File: config.mk
export PLATFORM = sky130hd
export DESIGN_NAME = low_power_mode_control
export DESIGN_NICKNAME = d
export VERILOG_FILES = /design/src/include/low_power_pkg.sv /design/src/design/stop_mode_select.sv /design/src/design/debug_cmd_filter.sv /design/src/design/low_power_mode_control.sv
export SDC_FILE = /design/constraint.sdc
export NUM_CORES = 1
export LEC_CHECK = 0
export BUFFER_PORTS_ARGS = -buffer_cell sky130_fd_sc_hd__buf_4
export CAP_MARGIN = 10
export CORE_MARGIN = 2
export CORE_UTILIZATION = 30
export DETAILED_ROUTE_END_ITERATION = 8
export MAX_ROUTING_LAYER = met4
export PLACE_DENSITY_LB_ADDON = 0.08
export SLEW_MARGIN = 0
export SYNTH_ARGS = -nofsm -noshare
export SYNTH_HDL_FRONTEND = slang
export SYNTH_SLANG_ARGS = --single-unit
export TNS_END_PERCENT = 5
File: constraint.sdc
create_clock -name pclk -period 5.1 [get_ports pclk]
set_input_delay 0.765 -clock pclk [delete_from_list [all_inputs] [get_ports pclk]]
set_output_delay 0.765 -clock pclk [all_outputs]
set_load 0.01 [all_outputs]
File: src/include/low_power_pkg.sv
package low_power_pkg;

    // ------------------------------------------------------------
    // Register map
    // ------------------------------------------------------------
    localparam int           ADDR_W           = 8;
    localparam int           DATA_W           = 32;
    localparam logic [7:0]   OFS_CTRL         = 8'h00;
    localparam logic [7:0]   OFS_STATUS       = 8'h04;
    localparam logic [7:0]   OFS_ACK          = 8'h08;

    // ------------------------------------------------------------
    // Control register fields
    // ------------------------------------------------------------
    localparam int           CTRL_STOP_EN     = 0;
    localparam int           CTRL_LVD_EN      = 1;
    localparam int           CTRL_LVD_STOP    = 2;
    localparam int           CTRL_PPD         = 3;
    localparam int           CTRL_IREF_EN     = 4;
    localparam int           CTRL_IREF_STOP   = 5;
    localparam int           CTRL_EREF_EN     = 6;
    localparam int           CTRL_EREF_STOP   = 7;
    localparam int           CTRL_EREF_HIGH   = 8;
    localparam int           CTRL_W           = 9;
    localparam logic [8:0]   CTRL_RESET       = 9'h000;

    // ------------------------------------------------------------
    // Status register fields
    // ------------------------------------------------------------
    localparam int           STAT_STATE_LO    = 0;
    localparam int           STAT_SEL_LO      = 2;
    localparam int           STAT_PPD_FLAG    = 5;
    localparam int           STAT_PIN_LATCH   = 6;
    localparam int           STAT_DBG_LATCH   = 7;
    localparam int           ACK_BIT          = 0;

    // ------------------------------------------------------------
    // Modes
    // ------------------------------------------------------------
    typedef enum logic [2:0] {
        sel_illegal,
        sel_stop3_debug,
        sel_stop3_reg,
        sel_stop3,
        sel_stop2
    } stop_sel_e;

    typedef enum logic [1:0] {
        st_run,
        st_wait,
        st_stop3,
        st_stop2
    } pm_state_e;

endpackage

File: src/design/stop_mode_select.sv
`timescale 1ns/1ps
module stop_mode_select (
    input  wire logic                   stop_instr_enable,
    input  wire logic                   debug_mode_enable,
    input  wire logic                   low_volt_detect_enable,
    input  wire logic                   low_volt_stop_enable,
    input  wire logic                   partial_powerdown_ctrl,
    output low_power_pkg::stop_sel_e    sel
);

    always_comb begin
        if (!stop_instr_enable) begin
            sel = low_power_pkg::sel_illegal;
        end else if (debug_mode_enable) begin
            sel = low_power_pkg::sel_stop3_debug;
        end else if (low_volt_detect_enable && low_volt_stop_enable) begin
            sel = low_power_pkg::sel_stop3_reg;
        end else if (partial_powerdown_ctrl) begin
            sel = low_power_pkg::sel_stop2;
        end else begin
            sel = low_power_pkg::sel_stop3;
        end
    end

endmodule

File: src/design/debug_cmd_filter.sv
`timescale 1ns/1ps
module debug_cmd_filter (
    input  wire logic   low_power,
    input  wire logic   debug_alive,
    input  wire logic   cmd_valid,
    input  wire logic   cmd_background,
    input  wire logic   cmd_mem_status,
    output logic        accept,
    output logic        status_error,
    output logic        background_enter
);

    // With its clock stopped the debug logic hears nothing at all
    always_comb begin
        accept           = 1'b0;
        status_error     = 1'b0;
        background_enter = 1'b0;
        if (cmd_valid) begin
            if (!low_power) begin
                accept           = 1'b1;
                background_enter = cmd_background;
            end else if (debug_alive) begin
                accept           = cmd_background || cmd_mem_status;
                status_error     = cmd_mem_status && !cmd_background;
                background_enter = cmd_background;
            end
        end
    end

endmodule

File: src/design/low_power_mode_control.sv
// Notes on behaviour
// - Wait instruction stops CPU clock and clears the interrupt mask bit.
// - Any interrupt ends wait; CPU resumes with interrupt stacking.
// - Asleep, debug accepts only background and status memory commands; latter report error.
// - Background command during wait wakes into active background mode.
// - Stop with stop enable clear gives illegal opcode reset, no low power.
// - Stop enable and debug enable set: stop3 with debug kept running.
// - Debug off, both low-voltage bits set: stop3 with regulator active.
// - Otherwise powerdown control 0 picks stop3, 1 picks stop2.
// - Any stop halts bus, CPU and peripheral clocks, even with debug running.
// - Stop3 keeps registers, logic, RAM and pin states.
// - Stop3 ends on reset pin or listed peripheral and pin interrupts.
// - Reset pin exit resets chip; interrupt exit takes that interrupt vector.
// - Debug enabled at stop keeps debug clock and full regulation.
// - With debug enabled, background command wakes stop into active background.
// - Stop2 powers down all but RAM and latches pin controls.
// - Stop2 ends only on reset pin or enabled real-time counter wake.
// - Stop2 wake restarts as power-on: registers reset, reset vector fetched.
// - Stop2 wake sets powerdown flag; flag and pin latch clear on ack write.
// - Peripherals re-enabled before ack; afterwards pins follow port controls.
// - Stop3 reference clocks run only with enable and stop-enable bits set.
`timescale 1ns/1ps
module low_power_mode_control (
    input  wire logic           pclk,
    input  wire logic           presetn,
    input  wire logic           clk_en,
    input  wire logic           psel,
    input  wire logic           penable,
    input  wire logic           pwrite,
    input  wire logic [7:0]     paddr,
    input  wire logic [31:0]    pwdata,
    output logic [31:0]         prdata,
    output logic                pready,
    output logic                pslverr,
    input  wire logic           wait_exec,
    input  wire logic           stop_exec,
    input  wire logic           reset_pin_n,
    input  wire logic           rtc_wake_enable,
    input  wire logic           irq_rtc,
    input  wire logic           irq_lvd,
    input  wire logic           irq_analog_comparator,
    input  wire logic           irq_adc,
    input  wire logic           irq_sci,
    input  wire logic           irq_pin,
    input  wire logic           irq_other,
    input  wire logic           debug_mode_enable,
    input  wire logic           dbg_cmd_valid,
    input  wire logic           dbg_cmd_background,
    input  wire logic           dbg_cmd_mem_status,
    output logic                cpu_clk_en,
    output logic                bus_clk_en,
    output logic                periph_clk_en,
    output logic                debug_clk_en,
    output logic                regulator_full,
    output logic                int_ref_run,
    output logic                ext_ref_run,
    output logic                state_retain,
    output logic                core_powerdown,
    output logic                pin_latch,
    output logic                int_mask_clear,
    output logic                irq_resume,
    output logic                chip_reset,
    output logic                por_restart,
    output logic                illegal_opcode_reset,
    output logic                dbg_accept,
    output logic                dbg_status_error,
    output logic                active_bg_enter
);

    // ------------------------------------------------------------
    // Declarations
    // ------------------------------------------------------------
    logic [8:0]                 ctrl;
    low_power_pkg::pm_state_e   state;
    low_power_pkg::pm_state_e   next_state;
    low_power_pkg::stop_sel_e   sel_now;
    low_power_pkg::stop_sel_e   sel_held;
    logic                       partial_powerdown_flag;
    logic                       bus_setup;
    logic                       bus_done;
    logic                       wr_ctrl;
    logic                       wr_ack;
    logic                       ack_write;
    logic                       stop3_wake_irq;
    logic                       stop2_wake;
    logic                       low_power;
    logic                       debug_alive;
    logic                       flt_accept;
    logic                       flt_error;
    logic                       flt_bg;
    logic                       lvd_in_stop;
    logic [31:0]                status_word;

    function automatic logic hit(input logic [7:0] addr, input logic [7:0] ofs);
        hit = (addr == ofs);
    endfunction

    // ------------------------------------------------------------
    // APB slave: no wait states, pready and data from flops
    // ------------------------------------------------------------
    assign bus_setup = psel && !penable && !pready;
    assign bus_done  = psel && penable && pready;
    assign wr_ctrl   = bus_done && pwrite && hit(paddr, low_power_pkg::OFS_CTRL);
    assign wr_ack    = bus_done && pwrite && hit(paddr, low_power_pkg::OFS_ACK);
    assign ack_write = wr_ack && pwdata[low_power_pkg::ACK_BIT];

    always_comb begin
        status_word = 32'h0000_0000;
        status_word[low_power_pkg::STAT_STATE_LO +: 2] = state;
        status_word[low_power_pkg::STAT_SEL_LO +: 3]   = sel_held;
        status_word[low_power_pkg::STAT_PPD_FLAG]      = partial_powerdown_flag;
        status_word[low_power_pkg::STAT_PIN_LATCH]     = pin_latch;
        status_word[low_power_pkg::STAT_DBG_LATCH]     = debug_alive;
    end

    always_ff @(posedge pclk or negedge presetn) begin
        if (!presetn) begin
            pready  <= 1'b0;
            pslverr <= 1'b0;
            prdata  <= 32'h0000_0000;
        end else if (clk_en) begin
            if (bus_done) begin
                pready  <= 1'b0;
                pslverr <= 1'b0;
            end else if (bus_setup) begin
                pready  <= 1'b1;
                prdata  <= 32'h0000_0000;
                pslverr <= 1'b0;
                if (hit(paddr, low_power_pkg::OFS_CTRL)) begin
                    prdata[low_power_pkg::CTRL_W-1:0] <= ctrl;
                end else if (hit(paddr, low_power_pkg::OFS_STATUS)) begin
                    prdata <= status_word;
                end else if (!hit(paddr, low_power_pkg::OFS_ACK)) begin
                    pslverr <= 1'b1;
                end
            end
        end
    end

    // ------------------------------------------------------------
    // Control register; a stop2 restart returns it to reset
    // ------------------------------------------------------------
    always_ff @(posedge pclk or negedge presetn) begin
        if (!presetn) begin
            ctrl <= low_power_pkg::CTRL_RESET;
        end else if (clk_en) begin
            if (state == low_power_pkg::st_stop2 && stop2_wake) begin
                ctrl <= low_power_pkg::CTRL_RESET;
            end else if (wr_ctrl) begin
                ctrl <= pwdata[low_power_pkg::CTRL_W-1:0];
            end
        end
    end

    // ------------------------------------------------------------
    // Mode selection
    // ------------------------------------------------------------
    stop_mode_select u_sel (
        .stop_instr_enable      (ctrl[low_power_pkg::CTRL_STOP_EN]),
        .debug_mode_enable      (debug_mode_enable),
        .low_volt_detect_enable (ctrl[low_power_pkg::CTRL_LVD_EN]),
        .low_volt_stop_enable   (ctrl[low_power_pkg::CTRL_LVD_STOP]),
        .partial_powerdown_ctrl (ctrl[low_power_pkg::CTRL_PPD]),
        .sel                    (sel_now)
    );

    // Held for the whole stop so mid-stop writes cannot shift the mode
    always_ff @(posedge pclk or negedge presetn) begin
        if (!presetn) begin
            sel_held    <= low_power_pkg::sel_stop3;
            lvd_in_stop <= 1'b0;
        end else if (clk_en && state == low_power_pkg::st_run && stop_exec) begin
            sel_held    <= sel_now;
            lvd_in_stop <= ctrl[low_power_pkg::CTRL_LVD_EN] && ctrl[low_power_pkg::CTRL_LVD_STOP];
        end
    end

    // ------------------------------------------------------------
    // Wake sources
    // ------------------------------------------------------------
    assign stop3_wake_irq = irq_rtc || irq_lvd || irq_analog_comparator || irq_adc || irq_sci || irq_pin;
    assign stop2_wake     = !reset_pin_n || (irq_rtc && rtc_wake_enable);
    assign low_power      = state != low_power_pkg::st_run;
    assign debug_alive    = state == low_power_pkg::st_wait
                            || (state == low_power_pkg::st_stop3 && sel_held == low_power_pkg::sel_stop3_debug);

    debug_cmd_filter u_dbg (
        .low_power        (low_power),
        .debug_alive      (debug_alive),
        .cmd_valid        (dbg_cmd_valid),
        .cmd_background   (dbg_cmd_background),
        .cmd_mem_status   (dbg_cmd_mem_status),
        .accept           (flt_accept),
        .status_error     (flt_error),
        .background_enter (flt_bg)
    );

    // ------------------------------------------------------------
    // Power state machine
    // ------------------------------------------------------------
    always_comb begin
        next_state = state;
        unique case (state)
            low_power_pkg::st_run: begin
                if (wait_exec) begin
                    next_state = low_power_pkg::st_wait;
                end else if (stop_exec && sel_now == low_power_pkg::sel_stop2) begin
                    next_state = low_power_pkg::st_stop2;
                end else if (stop_exec && sel_now != low_power_pkg::sel_illegal) begin
                    next_state = low_power_pkg::st_stop3;
                end
            end
            low_power_pkg::st_wait: begin
                if (irq_other || stop3_wake_irq || flt_bg) begin
                    next_state = low_power_pkg::st_run;
                end
            end
            low_power_pkg::st_stop3: begin
                if (!reset_pin_n || stop3_wake_irq || flt_bg) begin
                    next_state = low_power_pkg::st_run;
                end
            end
            low_power_pkg::st_stop2: begin
                if (stop2_wake) begin
                    next_state = low_power_pkg::st_run;
                end
            end
        endcase
    end

    always_ff @(posedge pclk or negedge presetn) begin
        if (!presetn) begin
            state <= low_power_pkg::st_run;
        end else if (clk_en) begin
            state <= next_state;
        end
    end

    // ------------------------------------------------------------
    // Clock and power controls, registered from the next state
    // ------------------------------------------------------------
    always_ff @(posedge pclk or negedge presetn) begin
        if (!presetn) begin
            cpu_clk_en     <= 1'b1;
            bus_clk_en     <= 1'b1;
            periph_clk_en  <= 1'b1;
            debug_clk_en   <= 1'b1;
            regulator_full <= 1'b1;
            state_retain   <= 1'b0;
            core_powerdown <= 1'b0;
        end else if (clk_en) begin
            cpu_clk_en     <= next_state == low_power_pkg::st_run;
            bus_clk_en     <= next_state == low_power_pkg::st_run
                              || next_state == low_power_pkg::st_wait;
            periph_clk_en  <= next_state == low_power_pkg::st_run
                              || next_state == low_power_pkg::st_wait;
            state_retain   <= next_state == low_power_pkg::st_stop3;
            core_powerdown <= next_state == low_power_pkg::st_stop2;
            unique case (next_state)
                low_power_pkg::st_stop3: begin
                    debug_clk_en   <= (state == low_power_pkg::st_run ? sel_now : sel_held)
                                      == low_power_pkg::sel_stop3_debug;
                    regulator_full <= (state == low_power_pkg::st_run ? sel_now : sel_held)
                                      inside {low_power_pkg::sel_stop3_debug, low_power_pkg::sel_stop3_reg};
                end
                low_power_pkg::st_stop2: begin
                    debug_clk_en   <= 1'b0;
                    regulator_full <= 1'b0;
                end
                low_power_pkg::st_run, low_power_pkg::st_wait: begin
                    debug_clk_en   <= 1'b1;
                    regulator_full <= 1'b1;
                end
            endcase
        end
    end

    // Reference clocks; in stop3 the high range oscillator also needs detection kept on
    always_ff @(posedge pclk or negedge presetn) begin
        if (!presetn) begin
            int_ref_run <= 1'b0;
            ext_ref_run <= 1'b0;
        end else if (clk_en) begin
            unique case (next_state)
                low_power_pkg::st_stop3: begin
                    int_ref_run <= ctrl[low_power_pkg::CTRL_IREF_EN]
                                   && ctrl[low_power_pkg::CTRL_IREF_STOP];
                    ext_ref_run <= ctrl[low_power_pkg::CTRL_EREF_EN]
                                   && ctrl[low_power_pkg::CTRL_EREF_STOP]
                                   && (!ctrl[low_power_pkg::CTRL_EREF_HIGH]
                                       || (state == low_power_pkg::st_run
                                           ? ctrl[low_power_pkg::CTRL_LVD_EN]
                                             && ctrl[low_power_pkg::CTRL_LVD_STOP]
                                           : lvd_in_stop));
                end
                low_power_pkg::st_stop2: begin
                    int_ref_run <= 1'b0;
                    ext_ref_run <= 1'b0;
                end
                low_power_pkg::st_run, low_power_pkg::st_wait: begin
                    int_ref_run <= ctrl[low_power_pkg::CTRL_IREF_EN];
                    ext_ref_run <= ctrl[low_power_pkg::CTRL_EREF_EN];
                end
            endcase
        end
    end

    // ------------------------------------------------------------
    // Stop2 pin latch and recovery flag; in the ack cycle a wake wins for the flag, stop2 entry for the latch
    // ------------------------------------------------------------
    always_ff @(posedge pclk or negedge presetn) begin
        if (!presetn) begin
            pin_latch              <= 1'b0;
            partial_powerdown_flag <= 1'b0;
        end else if (clk_en) begin
            if (next_state == low_power_pkg::st_stop2) begin
                pin_latch <= 1'b1;
            end else if (ack_write) begin
                pin_latch <= 1'b0;
            end
            if (state == low_power_pkg::st_stop2 && stop2_wake) begin
                partial_powerdown_flag <= 1'b1;
            end else if (ack_write) begin
                partial_powerdown_flag <= 1'b0;
            end
        end
    end

    // ------------------------------------------------------------
    // One-cycle event pulses to the CPU and reset logic
    // ------------------------------------------------------------
    always_ff @(posedge pclk or negedge presetn) begin
        if (!presetn) begin
            int_mask_clear       <= 1'b0;
            irq_resume           <= 1'b0;
            chip_reset           <= 1'b0;
            por_restart          <= 1'b0;
            illegal_opcode_reset <= 1'b0;
        end else if (clk_en) begin
            int_mask_clear       <= state == low_power_pkg::st_run && wait_exec;
            illegal_opcode_reset <= state == low_power_pkg::st_run && !wait_exec
                                    && stop_exec && sel_now == low_power_pkg::sel_illegal;
            irq_resume           <= (state == low_power_pkg::st_wait && (irq_other || stop3_wake_irq))
                                    || (state == low_power_pkg::st_stop3 && reset_pin_n && stop3_wake_irq);
            chip_reset           <= state == low_power_pkg::st_stop3 && !reset_pin_n;
            por_restart          <= state == low_power_pkg::st_stop2 && stop2_wake;
        end
    end

    // ------------------------------------------------------------
    // Debug command answers
    // ------------------------------------------------------------
    always_ff @(posedge pclk or negedge presetn) begin
        if (!presetn) begin
            dbg_accept       <= 1'b0;
            dbg_status_error <= 1'b0;
            active_bg_enter  <= 1'b0;
        end else if (clk_en) begin
            dbg_accept       <= flt_accept;
            dbg_status_error <= flt_error;
            active_bg_enter  <= flt_bg && !(state == low_power_pkg::st_stop3 && !reset_pin_n);
        end
    end

endmodule

==> impl_metrics.py <==
metrics = {
    "global_route": {
        "grt_start_max_net_pins": 45,
        "grt_util_met1_pct": 19.2,
        "top_usage_layer": "met2",
        "grt_first_pass_wirelength_um": 9440,
        "grt_remaining_overflow": 0,
        "first_global_vias": 1834,
        "antenna_found_initial": 0,
        "grt.total_usage_pct": 14.8,
        "groute.layer.met2.usage_pct": 23.5,
        "met3_grt_util_pct": 2.79,
    },
    "route": {
        "detail_route.first_pass.iterations": 4,
        "drtIter0Drc": 77,
        "num_vias": 1879,
        "routed_wire_length_per_instance_um": 14.9,
        "routed_wl_um": 5860,
        "antenna_violating_nets_post_route": 0,
        "drcViolationCount": 0,
        "viasPerCell": 4.77,
    },
    "synthesis": {
        "postSynth.topFlopCell": "dfrtp_1",
        "synth_sequential_area_ratio_pct": 47.7,
        "synth-async-reset-ratio_pct": 100,
        "synthTopCellsByArea": "dfrtp_1 (41%), buf_4 (8.1%), dfstp_2 (6.8%)",
        "postSynthRegisterBits": 44,
        "syn_area_per_cell_um2": 10.2,
        "area_share_of_the_largest_cell_type_after_synthesis_pct": 40.9,
        "synth_enable_flop_cells": 0,
        "ys_warn_count": 0,
        "top_cells_by_count_synth": "dfrtp_1 (38), buf_4 (25), nor2_1 (19)",
        "syn-instance-count": 229,
        "yosysUniqueCellTypes": 56,
        "netlist_area_mm2": 0.00232,
        "yosysMostFrequentCell": "dfrtp_1",
        "synthDominantAreaCellType": "dfrtp_1",
    },
    "power_and_ir_drop": {
        "peakVddDrop_v": 0.000105,
        "total_leakage_power_nw": 1.31,
        "power-per-cell-area_mw_per_mm2": 307,
    },
    "clock_network": {
        "clk_pin_slew_ns": 0.08,
        "cts_buffer_depth": 2,
        "cts_tree": "yes",
        "ctsResizeCount": 0,
        "cts_hold_repair.buffers": 0,
        "sinks_on_the_clock_net": 44,
        "clock-root-buffer": "clkbuf_8",
        "cts_buffers": 5,
        "worstSkewPairLatency_ns": 0.30,
        "post_cts_repair_timing_setup_buffer_count": 0,
        "cts-htree-levels": 2,
    },
    "timing": {
        "finalWorstPathRequiredPeriod_ns": 2.32,
        "clock-skew-final_ns": 0.00388,
        "max_transition_margin_pct": 36.0,
        "timing.final.max_slew_violations": 0,
        "setup-violations-final": 0,
        "grt_setup_unrepaired": "no",
        "fmax_ghz": 0.431,
        "worstMarginPinSlew_ns": 0.955,
        "final.period_utilization_pct": 45.5,
        "final.setup.tns_ns": 0,
        "finalHoldViolations": 0,
    },
    "critical_path": {
        "setup.worst_path.start_class": "primary input",
        "worstRegToRegCells": 5,
        "timing.critical_path.to_type": "register",
        "arrival_time_reported_for_the_critical_path_endpoint_ns": 2.56,
        "crit_path_max_fanout": 11,
        "critical_path_required_ns": 5.34,
        "reg2reg_setup_slack_ns": 3.16,
        "timing.setup.critical_path_class": "primary input to register",
        "crit-reg2reg-launch": "state[0]",
        "r2r-end": "pin_latch",
    },
    "job": {
        "timing.max_cap.violations": 0,
    },
    "run_status": {
        "run_status": "finished, final reports clean",
    },
    "hold_path": {
        "kind_of_path_behind_the_tightest_hold_check": "primary input to async pin",
    },
    "cells_and_area": {
        "antenna_cells_inserted": 0,
        "drive_gt1_share_pct": 33.6,
        "synthToLayoutAreaGrowth_pct": 25.1,
        "final.fill_count": 813,
        "final_cells": 394,
        "final_nets": 353,
        "sequential_cell_area_mm2": 0.00111,
        "area_of_the_multi_input_gates_mm2": 0.00106,
    },
    "floorplanning": {
        "top_level_i_o_count": 113,
        "fp-row-count": 32,
        "die_h_um": 92.0,
        "effective_utilization_at_floorplan_pct": 30.6,
        "die_w_um": 92.0,
        "die-area_mm2": 0.00847,
        "core_area_mm2": 0.00761,
    },
    "place": {
        "gp_routability_congestion": 0.765,
        "io_buffer_count": 66,
        "numPlacedInstances": 387,
        "dp_hpwl_um": 4420,
    },
}
-- final cells by class --
class / instances / share of cell area, %
flip-flops and latches: 44 / 38.1
multi-input cells: 170 / 36.5
clock buffers: 7 / 3.31
well taps: 102 / 4.39
repair buffers: 66 / 17.0
inverters: 5 / 0.645
-- cell usage in the layout, fill, tap and decap left out, drive strengths merged, types with 4 or more instances in the layout --
cell    count
buf        66
a21o        4
a22oi       8
dfstp       6
nor2       20
o21ai      14
inv         5
clkbuf      7
nand2      18
nand3       5
conb       23
a21oi      21
dfrtp      38
nor3        5
a22o       11
-- critical path: stages --
cell	delay, ns
buf_4	0.11
nor4_1	0.35
nand2_1	0.17
nor3_2	0.54
o211a_1	0.44
a22o_1	0.18
-- power breakdown --
group | leakage [nW] | internal, mW | switching [mW]
Clock | 0.0503 | 0.121 | 0.118
Combinational | 0.705 | 0.105 | 0.117
Sequential | 0.558 | 0.395 | 0.0374
Total | 1.31 | 0.621 | 0.272
-- routing by layer --
layer,vias up,routed length [µm]
li1,918,-
met1,906,2670
met2,47,2890
met3,8,228
met4,0,74
met5,-,0
-- how the worst max path moves through the flow --
stage | slack (ns) | startpoint | end | depth (start not counted)
6_report | 2.78 | paddr[7] | ctrl[0] | 6
3_5_place_dp | 2.43 | paddr[7] | ctrl[1] | 6
2_1_floorplan | 3.10 | paddr[7] | ctrl[0] | 6
3_3_place_gp | 2.41 | paddr[7] | ctrl[4] | 6
4_1_cts | 2.73 | paddr[7] | ctrl[0] | 6
5_1_grt | 2.59 | paddr[7] | ctrl[0] | 6
-- per-stage QoR --
step | utilization [%] | power, mW | area [µm²] | hold WS (ns) | worst slack (ns)
2_1_floorplan | - | 0.560 | 2410 | 0.444 | 3.10
3_3_place_gp | 37.0 | 0.665 | 2810 | 0.457 | 2.41
3_5_place_dp | 37.0 | 0.665 | 2810 | 0.464 | 2.43
4_1_cts | 38.2 | 0.908 | 2910 | 0.483 | 2.73
5_1_grt | 38.2 | 0.951 | 2910 | 0.511 | 2.59
6_report | 38.2 | 0.893 | 2910 | 0.460 | 2.78
-- sequential cells by signal, indices dropped and copies added, names as in the netlist, 2 cells and up --
name      cells
prdata        9
sel_held      3
state         2
ctrl          9
-- cells by family after synthesis --
logic type / after synthesis / share of synthesized area, %
AO/OA/AOI/OAI: 77 / 23.8
AND/OR/NAND/NOR: 66 / 16.4
flip-flops: 44 / 47.7
buffers and inverters: 37 / 10.2
multiplexers: 3 / 1.40
XOR/XNOR: 1 / 0.377
other: 1 / 0.161
(Power assumes the default switching activity.)
